<file path="config.mk">
export PLATFORM = sky130hd
export DESIGN_NAME = cxr_regs
export DESIGN_NICKNAME = d
export VERILOG_FILES = /design/src/rtl/cxr_pkg.sv /design/src/rtl/cxr_regs.sv
export SDC_FILE = /design/constraint.sdc
export NUM_CORES = 1
export LEC_CHECK = 0
export ABC_AREA = 1
export BUFFER_PORTS_ARGS = -buffer_cell sky130_fd_sc_hd__clkbuf_2
export CORE_AREA = 2 2 255 257
export DETAILED_ROUTE_END_ITERATION = 6
export DIE_AREA = 0 0 257 259
export PLACE_DENSITY = 0.4
export REMOVE_ABC_BUFFERS = 1
export SYNTH_ARGS = -nofsm -noshare
export SYNTH_HDL_FRONTEND = slang
export SYNTH_SLANG_ARGS = --single-unit
</file>
<file path="constraint.sdc">
create_clock -name clk -period 13.8 [get_ports clk]
set_input_delay 3.45 -clock clk [delete_from_list [all_inputs] [get_ports clk]]
set_output_delay 3.45 -clock clk [all_outputs]
set_load 0.005 [all_outputs]
</file>
<file path="src/rtl/cxr_pkg.sv">
package cxr_pkg;
    // coprocessor register numbers used by the move instructions
    localparam logic [4:0] REG_DEBUG_RESUME_PC = 5'h18;
    localparam logic [4:0] REG_CACHE_TAG_LOW = 5'h1C;
    localparam logic [4:0] REG_CACHE_TAG_HIGH = 5'h1D;
    localparam logic [4:0] REG_ERROR_RESUME_PC = 5'h1E;
    localparam logic [4:0] REG_DEBUG_SCRATCH = 5'h1F;

    // low tag field positions
    localparam int PHYS_TAG_UPPER_MSB = 31;
    localparam int PHYS_TAG_UPPER_LSB = 8;
    localparam int LINE_STATE_MSB = 7;
    localparam int LINE_STATE_LSB = 6;
    localparam int OS_ACCESS_MSB = 5;
    localparam int OS_ACCESS_LSB = 3;
    localparam int LINE_LOCK_BIT = 2;
    localparam int REPLACE_WAY_LSB_BIT = 1;
    // high tag field positions
    localparam int REPLACE_WAY_MSB_BIT = 31;
    localparam int PHYS_TAG_BIT11_BIT = 30;

    // writable bits; everything else reads as zero
    localparam logic [31:0] TAG_LOW_WR_MASK = 32'hFFFFFFFE;
    localparam logic [31:0] TAG_HIGH_WR_MASK = 32'hC0000000;
    localparam logic [31:0] TAG_LOW_RESET = 32'h00000000;
    localparam logic [31:0] TAG_HIGH_RESET = 32'h00000000;
    localparam logic [63:0] MODE32_MASK = 64'h00000000FFFFFFFF;
    localparam logic [63:0] RD_DATA_RESET = 64'h0000000000000000;

    // line state encodings
    localparam logic [1:0] LINE_STATE_INVALID = 2'h0;
    localparam logic [1:0] LINE_STATE_VALID = 2'h3;

    // one exception report from the pipeline
    typedef struct packed {
        logic take;            // one-cycle pulse
        logic in_delay_slot;   // faulting instruction sits in a delay slot
        logic [63:0] pc;       // faulting instruction address
        logic [63:0] branch_pc; // preceding branch or jump address
    } cxr_exc_s;

    // coprocessor move write
    typedef struct packed {
        logic wr;
        logic [4:0] sel;
        logic [63:0] data;
    } cxr_cpwr_s;

    // tag pair as loaded by the cache instruction
    typedef struct packed {
        logic load;
        logic [31:0] low;
        logic [31:0] high;
    } cxr_tagop_s;
endpackage : cxr_pkg

</file>
<file path="src/rtl/cxr_regs.sv">
`timescale 1ns/100ps
// Behaviour
// - the debug resume counter is read/write, 32 bits in 32-bit mode, 64 in 64-bit mode, no reset.
// - a debug exception loads the faulting address, or the branch address for a delay slot.
// - when a move write and a debug exception hit the debug resume counter together, hardware wins.
// - low tag bits 31:8 hold physical address 35:12, read/write, reset to zero.
// - low tag bits 7:6 are the line state, 0 invalid, 3 valid, 1 and 2 reserved, reset zero.
// - low tag bit 2 is the read/write lock flag, resetting to 0.
// - low tag bits 5:3 are a read/write field for the operating system, reset zero.
// - high tag bit 31 and low tag bit 1 together select the way to replace, 00 way0 to 11 way3.
// - high tag bit 30 holds physical address bit 11; high 29:0 and low bit 0 read as zero.
// - the tag pair is loaded both by the cache instruction and by a move write.
// - power-on reset, warm restart or non-maskable interrupt capture the pc into the error counter.
// - the error counter gets the faulting address, or the preceding branch for a delay slot.
// - the error counter carries no delay-slot indicator bit.
// - the error counter is read/write, 32 bits in 32-bit mode, 64 in 64-bit mode, no reset.
// - the debug scratch register is 64-bit read/write in both modes with no reset.
module cxr_regs (
    input wire logic clk, // 200 MHz core clock
    input wire logic rst_n, // synchronous cold reset, active low
    input wire logic mode64, // 1: 64-bit address mode
    input wire cxr_pkg::cxr_cpwr_s cp_wr, // coprocessor move write
    input wire logic rd_en, // coprocessor move read request
    input wire logic [4:0] rd_sel, // register number to read
    output logic [63:0] rd_data, // read data, one cycle after rd_en
    output logic rd_valid, // read data valid pulse
    input wire cxr_pkg::cxr_exc_s dbg_exc, // debug exception report
    input wire cxr_pkg::cxr_exc_s err_exc, // power-on, warm restart or nmi report
    input wire cxr_pkg::cxr_tagop_s tag_op, // cache instruction tag load
    output logic [31:0] cache_tag_low, // low tag register
    output logic [31:0] cache_tag_high, // high tag register
    output logic [1:0] replace_way, // selected way for replacement
    output logic [63:0] debug_resume_pc, // resume address after debug handler
    output logic [63:0] error_resume_pc // resume address after error handler
);
    logic [63:0] debug_resume_pc_r;
    logic [63:0] error_resume_pc_r;
    logic [63:0] debug_scratch_r;
    logic [31:0] cache_tag_low_r;
    logic [31:0] cache_tag_high_r;
    logic [63:0] rd_data_r;
    logic rd_valid_r;
    logic [63:0] rd_data_nxt;

    // fit a value to the current address width
    function automatic logic [63:0] cxr_fit(input logic [63:0] v, input logic m64);
        cxr_fit = m64 ? v : (v & cxr_pkg::MODE32_MASK);
    endfunction : cxr_fit

    // resume point: the branch when the fault sits in its delay slot
    function automatic logic [63:0] cxr_resume(input cxr_pkg::cxr_exc_s e, input logic m64);
        cxr_resume = cxr_fit(e.in_delay_slot ? e.branch_pc : e.pc, m64);
    endfunction : cxr_resume

    // move-write hit on one register number; shared by the counter and scratch write paths and the checks
    function automatic logic cxr_wr_hit(input cxr_pkg::cxr_cpwr_s w, input logic [4:0] num);
        cxr_wr_hit = w.wr && (w.sel == num);
    endfunction : cxr_wr_hit

    // debug resume counter; no reset, its value is undefined until written
    always_ff @(posedge clk) begin
        if (dbg_exc.take) begin
            debug_resume_pc_r <= cxr_resume(dbg_exc, mode64);
        end else if (cxr_wr_hit(cp_wr, cxr_pkg::REG_DEBUG_RESUME_PC)) begin
            debug_resume_pc_r <= cxr_fit(cp_wr.data, mode64);
        end
    end

    // error resume counter; only the address is kept, no delay-slot flag exists
    always_ff @(posedge clk) begin
        if (err_exc.take) begin
            error_resume_pc_r <= cxr_resume(err_exc, mode64);
        end else if (cxr_wr_hit(cp_wr, cxr_pkg::REG_ERROR_RESUME_PC)) begin
            error_resume_pc_r <= cxr_fit(cp_wr.data, mode64);
        end
    end

    // debug scratch: full 64 bits in both modes
    always_ff @(posedge clk) begin
        if (cxr_wr_hit(cp_wr, cxr_pkg::REG_DEBUG_SCRATCH)) begin
            debug_scratch_r <= cp_wr.data;
        end
    end

    // tag pair; cache instruction beats a same-cycle move write to keep the pair coherent
    always_ff @(posedge clk) begin
        if (!rst_n) begin
            cache_tag_low_r <= cxr_pkg::TAG_LOW_RESET;
            cache_tag_high_r <= cxr_pkg::TAG_HIGH_RESET;
        end else if (tag_op.load) begin
            cache_tag_low_r <= tag_op.low & cxr_pkg::TAG_LOW_WR_MASK;
            cache_tag_high_r <= tag_op.high & cxr_pkg::TAG_HIGH_WR_MASK;
        end else if (cp_wr.wr) begin
            if (cp_wr.sel == cxr_pkg::REG_CACHE_TAG_LOW) begin
                cache_tag_low_r <= cp_wr.data[31:0] & cxr_pkg::TAG_LOW_WR_MASK;
            end
            if (cp_wr.sel == cxr_pkg::REG_CACHE_TAG_HIGH) begin
                cache_tag_high_r <= cp_wr.data[31:0] & cxr_pkg::TAG_HIGH_WR_MASK;
            end
        end
    end

    // read mux; unknown register numbers read as zero
    always_comb begin
        case (rd_sel)
            cxr_pkg::REG_DEBUG_RESUME_PC: rd_data_nxt = cxr_fit(debug_resume_pc_r, mode64);
            cxr_pkg::REG_CACHE_TAG_LOW: rd_data_nxt = {32'h00000000, cache_tag_low_r};
            cxr_pkg::REG_CACHE_TAG_HIGH: rd_data_nxt = {32'h00000000, cache_tag_high_r};
            cxr_pkg::REG_ERROR_RESUME_PC: rd_data_nxt = cxr_fit(error_resume_pc_r, mode64);
            cxr_pkg::REG_DEBUG_SCRATCH: rd_data_nxt = debug_scratch_r;
            default: rd_data_nxt = cxr_pkg::RD_DATA_RESET;
        endcase
    end

    // registered read port
    always_ff @(posedge clk) begin
        if (!rst_n) begin
            rd_data_r <= cxr_pkg::RD_DATA_RESET;
            rd_valid_r <= 1'h0;
        end else begin
            rd_valid_r <= rd_en;
            if (rd_en) begin
                rd_data_r <= rd_data_nxt;
            end
        end
    end

    assign rd_data = rd_data_r;
    assign rd_valid = rd_valid_r;
    assign cache_tag_low = cache_tag_low_r;
    assign cache_tag_high = cache_tag_high_r;
    // way select: high bit from the high tag, low bit from the low tag
    assign replace_way = {cache_tag_high_r[cxr_pkg::REPLACE_WAY_MSB_BIT],
                          cache_tag_low_r[cxr_pkg::REPLACE_WAY_LSB_BIT]};
    assign debug_resume_pc = debug_resume_pc_r;
    assign error_resume_pc = error_resume_pc_r;
endmodule : cxr_regs

</file>
==> flow_summary.ini, run 1 <==
[detailed_routing]
first_iter_violations = 945
viasPerCell = 4.76
drt_drc_violations_left = 0
final_antenna_net_count = 0
vias = 14609
finalWirelength_mm = 68.5
wire_per_inst_um = 22.3
first_pass_iters = 5

[yosys]
synth_edf_count = 192
synth_common_cells = nand2_1 (300), o21ai_0 (193), edfxtp_1 (192)
syn_area_per_cell_um2 = 8.56
syn_area_um2 = 14200
netlist.area_leader.share_pct = 40.5
yosys_register_bits = 290
synthCells = 1661
ys_seq_area_share_pct = 54.3
async_flop_share_pct = 0
yosysTopAreaCell = edfxtp_1
ys.flop_type = edfxtp_1
yosysMostFrequentCell = nand2_1
synth_cell_types = 28
yosysWarnings = 0
yosys-top-cells-area = edfxtp_1 (41%), dfxtp_1 (14%), nand2_1 (7.9%)

[timing]
grt_setup_unrepaired = false
slew-limit-headroom_pct = 18.6
skew_ns = 0.00704
period_needed_ns = 5.81
finalCritPeriodShare_pct = 42.1
fmax_ghz = 0.172
hold_violations = 0
setup_viol = 0
worstMarginPinSlew_ns = 1.22
tns_ns = 0
drv_slew = 0
fin_ws_ns = 7.99

[clock_tree]
cts_tree = done
cts_buffer_depth = 3
htree_levels = 2
cts_root_buf = clkbuf_16
ctsResizeCount = 0
ctsHoldBuffers = 0
clkSlewWorstSetupHoldPaths_ns = 0.06
cts_buffers = 37
cts.sinks = 290
clock_latency_ns = 0.53
post_cts_buffers = 0

[finish]
drive_gt1_share_pct = 30.9
multi_input_area_um2 = 5510
syn_to_final_growth_pct = 32.8
regArea_um2 = 7730
postLayoutCellArea_um2 = 18900
fill_cells = 6997
nets = 2586

[flow_run]
cap_violations = 0

[critical_path]
crit_path_end_kind = flop
crit_fanout = 50
worst_ep_arrival_time_ns = 6.19
cp.required_ns = 14.17
critPathKind = input pin to flop
r2r_setup_slack_ns = 12.54
startpoint_type = input pin

[floorplan]
initial_core_util_pct = 22.3
die_h_um = 259
fp.dieW_um = 257
io_pins = 663
core_area_um2 = 63900
rows = 93
dieArea_um2 = 66600

[status]
status = completed

[global_routing]
grt_pass1_vias = 14696
overflow = 0
grt_pass1_wl_mm = 97.8
antenna_found_initial = 13
grt_util_all_layers_pct = 19.6
grt_max_degree = 69

[place]
gp_congestion = 0.888
dp_hpwl_mm = 46.3
placed_area_um2 = 17800
dp_slack_ns = 7.39
portBuffers = 600

[pwr]
p_leak_uw = 0.00800
irDropWorstVdd_v = 0.0000600
p_per_area_nw_per_um2 = 117

[hold_path]
hp-class = flop to flop
-- state kept, by name, indices dropped and copies added (netlist names) --
register and count:
debug_resume_pc 64, cache_tag_high 2, rd_data 64, error_resume_pc 64, cache_tag_low 31, rd_valid 1, debug_scratch_r 64
-- cell type report --
cell class	instances	share of cell area, %
Inverter	77	1.56
Tap cell	855	5.66
Clock buffer	57	5.46
Sequential cell	290	40.9
Clock inverter	8	0.199
Antenna cell	3	0.0398
Multi-Input combinational cell	1151	29.2
Timing Repair Buffer	625	17.0
-- path summary, 6_finish.rpt --
kind                            depth (start not counted)           startpoint                   to
worst max-delay path                                    6         err_exc[129]  error_resume_pc[42]
worst max register to register                          4  error_resume_pc[16]          rd_data[16]
worst min-delay path                                    2          rd_data[55]          rd_data[55]
worst min register to register                          2          rd_data[55]          rd_data[55]
-- kinds of logic after synthesis --
group	count (synthesis)	share of synthesized area, %
buffers and inverters	250	7.98
DFF	290	54.3
and+or+nand+nor	672	20.7
other	1	0.0264
AOI/OAI and AO/OA	448	17.0
-- layer usage --
metal | vias to the layer above | wire length (um) | global-route usage, %
met3 | 113 | 5260 | 5.08
met5 | - | 127 | 0
met2 | 631 | 33900 | 34.7
li1 | 6812 | - | -
met4 | 20 | 1620 | 5.41
met1 | 7033 | 27500 | 23.5
-- metrics by stage --
step	instances	power [uW]	hold WS [ns]	util, %
after global routing	3064	2300	0.479	29.6
final	3066	2210	0.462	29.6
after detailed placement	2998	1340	0.455	27.9
after floorplan	1518	1130	0.462	-
after global placement	2998	1340	0.454	27.9
after CTS	3063	2250	0.463	29.5
-- worst max-delay path, cell delays in order --
cell	delay, ns
buf_4	0.44
buf_4	0.66
nand2_1	0.11
inv_1	0.89
o21ai_0	0.37
o22ai_1	0.20
-- power breakdown --
group / leakage (uW) / total [uW] / internal (uW) / switching [uW]
logic: 0.00488 / 301 / 109 / 192
registers: 0.00262 / 1020 / 984 / 34.1
clock network: 0.000507 / 889 / 511 / 377
-- cell usage in the layout (no fill, tap or decap), types with 30 or more instances in the layout --
cell | netlist | routed
nor2_1 | 132 | 132
clkbuf_16 | 0 | 37
o21ai_0 | 193 | 193
buf_4 | 42 | 30
o22ai_1 | 128 | 128
clkbuf_2 | 0 | 594
a21oi_1 | 97 | 97
conb_1 | 1 | 31
nand3_1 | 165 | 165
nand4_1 | 36 | 36
or2_1 | 31 | 31
inv_1 | 72 | 70
dfxtp_1 | 98 | 98
edfxtp_1 | 192 | 192
nand2_1 | 300 | 299
Power figures use the tool's default switching activity.
==> inputs of run 2 (changes only) <==
==> constraint.sdc (replaced) <==
create_clock -name clk -period 5.8 [get_ports clk]
set_input_delay 1.45 -clock clk [delete_from_list [all_inputs] [get_ports clk]]
set_output_delay 1.45 -clock clk [all_outputs]
set_load 0.005 [all_outputs]
==> flow_summary.ini, run 2 (same netlist as run 1, synthesis figures left out) <==
[finish]
mostFrequentLayoutCell = clkbuf_2
final_cell_mix = clkbuf_2 (594), nand2_1 (299), o21ai_0 (193)
stdcell_count = 3072
multi_input_area_um2 = 5510
fill_cells = 7010
regArea_um2 = 7730
postLayoutCellArea_um2 = 19100
nets = 2589
syn_to_final_growth_pct = 34.0
drive_gt1_share_pct = 31.3

[clock_tree]
cts_buffers = 38
clock_latency_ns = 0.55
clkSlewWorstSetupHoldPaths_ns = 0.06
ctsResizeCount = 0
ctsHoldBuffers = 0
post_cts_buffers = 0
cts_buffer_depth = 3
htree_levels = 2
cts_tree = done
cts_root_buf = clkbuf_16
cts.sinks = 290

[global_routing]
antenna_found_initial = 12
overflow = 0
grt_pass1_wl_mm = 97.1
grt_pass1_vias = 14602
grt_util_all_layers_pct = 19.5
grt_max_degree = 69

[timing]
finalCritPeriodShare_pct = 55.7
slew-limit-headroom_pct = 18.4
fmax_ghz = 0.310
period_needed_ns = 3.23
drv_slew = 0
skew_ns = 0.0196
setup_viol = 0
hold_violations = 0
grt_setup_unrepaired = false
worstMarginPinSlew_ns = 1.22

[critical_path]
critPathKind = input pin to flop
critPathLaunch = rd_sel[3]
cp_cell_sequence = clkbuf_2, inv_1, nor2_1, nand3_4, or2_2, nand3_1, nand2_1, a21oi_1
crit_path_end_kind = flop
startpoint_type = input pin
slowest_delay_ns = 0.81
worst_ep_arrival_time_ns = 3.70
r2r_cells = 4
r2r_start = error_resume_pc[16]
cp.required_ns = 6.28
crit_path_end = rd_data[63]
reg2reg_to = rd_data[16]
crit_fanout = 61
r2r_setup_slack_ns = 4.52
cp_slowest_cell = nand3_4

[place]
dp_hpwl_mm = 46.7
placed_area_um2 = 17800
gp_congestion = 0.897
portBuffers = 600
dpl.cell_count = 3000

[pwr]
irDropWorstVdd_v = 0.000153
p_per_area_nw_per_um2 = 286
power_uw = 5440
p_leak_uw = 0.00809

[detailed_routing]
final_antenna_net_count = 0
viasPerCell = 4.74
first_pass_iters = 7
wire_per_inst_um = 22.2
vias = 14570
finalWirelength_mm = 68.2
first_iter_violations = 893
drt_drc_violations_left = 5

[flow_run]
cap_violations = 0

[status]
status = finished with violations
violations = DRC

[hold_path]
hp-class = flop to flop
whs_path_depth = 2

[floorplan]
io_pins = 663
fp.dieW_um = 257
rows = 93
dieArea_um2 = 66600
initial_core_util_pct = 22.3
die_h_um = 259
core_area_um2 = 63900
==> run 2: changes by cell type in the layout (fill, tap and decap cells not counted), sizes merged <==
cell and delta:
buf +2, bufinv +1, clkbuf +3, clkinvlp -1, inv +1
==> run 2: how the worst min path moves through the flow <==
stage / endpoint / from / slack, ns
3_5_place_dp: rd_data[5] / rd_data[5] / 0.45
4_1_cts: rd_data[5] / rd_data[5] / 0.46
3_3_place_gp: rd_data[29] / rd_data[29] / 0.45
2_1_floorplan: rd_data[0] / rd_data[0] / 0.46
5_1_grt: rd_data[5] / rd_data[5] / 0.48
6_report: rd_data[5] / rd_data[5] / 0.46
==> run 2: layer usage <==
layer	up-vias	global-route usage [%]	wire length [um]
li1	6839	-	-
met1	7016	23.5	27800
met2	596	34.5	33800
met3	101	5.22	5200
met4	18	4.78	1280
met5	-	0	119
==> run 2: critical path, delay by kind of cell <==
| family | cells | cell delay (ns) |
|---|---|---|
| AND/OR/NAND/NOR | 5 | 1.94 |
| buffers and inverters | 2 | 0.13 |
| AO/OA/AOI/OAI | 1 | 0.13 |
==> run 2: through the flow <==
step	setup WS, ns	util [%]	hold WS (ns)	setup TNS, ns
finish	2.57	29.8	0.463	0
global route	2.41	29.8	0.480	0
global placement	1.98	27.9	0.454	0
floorplan	-2.47	-	0.462	-158.30
detailed placement	1.96	27.9	0.455	0
CTS	2.57	29.8	0.464	0
==> run 2: cell type report <==
cell class	count	share of cell area (%)
Antenna cell	3	0.0394
Clock inverter	9	0.381
Timing Repair Buffer	627	17.0
Multi-Input combinational cell	1151	28.9
Clock buffer	60	5.92
Sequential cell	290	40.6
Tap cell	855	5.61
Inverter	77	1.55
==> run 2: power breakdown <==
part,switching [uW],internal [uW]
combinational,453,261
sequential,80.4,2340
clock,930,1380
==> inputs of run 3 (changes only) <==
==> constraint.sdc (replaced) <==
create_clock -name clk -period 3.34 [get_ports clk]
set_input_delay 0.835 -clock clk [delete_from_list [all_inputs] [get_ports clk]]
set_output_delay 0.835 -clock clk [all_outputs]
set_load 0.005 [all_outputs]
==> flow_summary.ini, run 3 (same netlist as run 1, synthesis figures left out) <==
[critical_path]
crit_fanout = 25
cp_slowest_cell = nand3_4
critPathKind = input pin to flop
critPathTopFamily = simple AND/OR/NAND/NOR gates
cp.depth = 9
critical_path_buf_inv_count = 3
startpoint_type = input pin
r2r_cells = 4
cp.required_ns = 3.81
crit_path_end_kind = flop
worst_ep_arrival_time_ns = 2.57
slowest_delay_ns = 0.37
cp_cell_sequence = clkbuf_2, inv_1, nor2_1, nand3_4, buf_4, or2_1, nand3_1, nand2_1, a21oi_1

[timing]
slew-limit-headroom_pct = 54.4
skew_ns = 0.0180
tns_ns = 0
worstMarginPinSlew_ns = 0.684
period_needed_ns = 2.10
hold_violations = 0
fin_ws_ns = 1.24
finalCritPeriodShare_pct = 63.0
grt_setup_unrepaired = false
fmax_ghz = 0.476
setup_viol = 0
drv_slew = 0

[place]
dp_hpwl_mm = 48.4
placed_area_um2 = 18100
portBuffers = 600
dp_slack_ns = 0.597
gp_congestion = 0.894

[clock_tree]
cts_tree = done
htree_levels = 2
post_cts_buffers = 0
ctsHoldBuffers = 0
cts_buffers = 38
cts_buffer_depth = 3
cts_root_buf = clkbuf_16
ctsResizeCount = 0
cts.sinks = 290
clkSlewWorstSetupHoldPaths_ns = 0.05
clock_latency_ns = 0.54

[global_routing]
grt_pass1_vias = 14609
grt_util_all_layers_pct = 19.4
overflow = 0
grt_pass1_wl_mm = 97.3
antenna_found_initial = 9
grt_max_degree = 97

[pwr]
p_per_area_nw_per_um2 = 501
p_leak_uw = 0.00825
irDropWorstVdd_v = 0.000269
power_uw = 9720

[detailed_routing]
finalWirelength_mm = 67.4
viasPerCell = 4.72
wire_per_inst_um = 21.9
vias = 14576
first_pass_iters = 5
first_iter_violations = 872
drt_drc_violations_left = 0
final_antenna_net_count = 0

[floorplan]
die_h_um = 259
io_pins = 663
dieArea_um2 = 66600
core_area_um2 = 63900
initial_core_util_pct = 22.3
fp.dieW_um = 257
rows = 93

[finish]
drive_gt1_share_pct = 31.9
nets = 2604
final_cell_mix = clkbuf_2 (594), nand2_1 (299), o21ai_0 (193)
mostFrequentLayoutCell = clkbuf_2
postLayoutCellArea_um2 = 19400
syn_to_final_growth_pct = 36.3
fill_cells = 6959

[hold_path]
whs_path_depth = 2
hp-class = flop to flop

[status]
status = completed

[flow_run]
cap_violations = 0
[run 3: changes by cell type in the layout (fill, tap and decap cells not counted), sizes merged]
cell    change
buf        +15
bufinv      +2
clkbuf      +2
clkinv      -3
diode       -2
inv         -1
[run 3: tightest hold or removal path: cells and delay by family (launching register included)]
kind / cells / cell delay [ns]
AO/OA/AOI/OAI: 1 / 0.05
flip-flops: 1 / 0.31
AND/OR/NAND/NOR: 1 / 0.06
[run 3: metrics by stage]
step,instances,hold WS [ns],utilization [%]
6_report,3085,0.463,30.3
5_1_grt,3085,0.460,30.3
4_1_cts,3084,0.439,30.3
3_5_place_dp,3015,0.457,28.3
3_3_place_gp,3015,0.453,28.3
2_1_floorplan,1518,0.462,-
[run 3: where the power goes]
group	switching, uW	total (uW)	internal, uW
Sequential	142	4210	4070
Combinational	792	1270	476
Clock	1600	4240	2640
Total	2530	9720	7190
[run 3: layer usage]
layer / global-route usage, % / routed length, um / vias up / share of wire, %
met5: 0 / 100 / - / 0.15
met4: 5.64 / 1660 / 16 / 2.5
met3: 5.21 / 5240 / 114 / 7.8
met2: 32.9 / 32200 / 626 / 48
li1: - / - / 6850 / -
met1: 24.3 / 28200 / 6970 / 42
[run 3: cell type report]
cell class	count	area [um2]	share of cell area, %
Antenna cell	1	2.50	0.0129
Clock buffer	62	1180	6.11
Clock inverter	7	109	0.562
Inverter	77	295	1.52
Multi-Input combinational cell	1151	5510	28.4
Sequential cell	290	7730	39.9
Tap cell	855	1070	5.52
Timing Repair Buffer	642	3480	18.0
[run 3: path summary, 6_finish.rpt]
path,start,endpoint,slack [ns]
min reg2reg,rd_data[32],rd_data[32],0.46
min,rd_data[32],rd_data[32],0.46
max reg2reg,debug_resume_pc[16],rd_data[16],2.15
max,rd_sel[3],rd_data[51],1.24
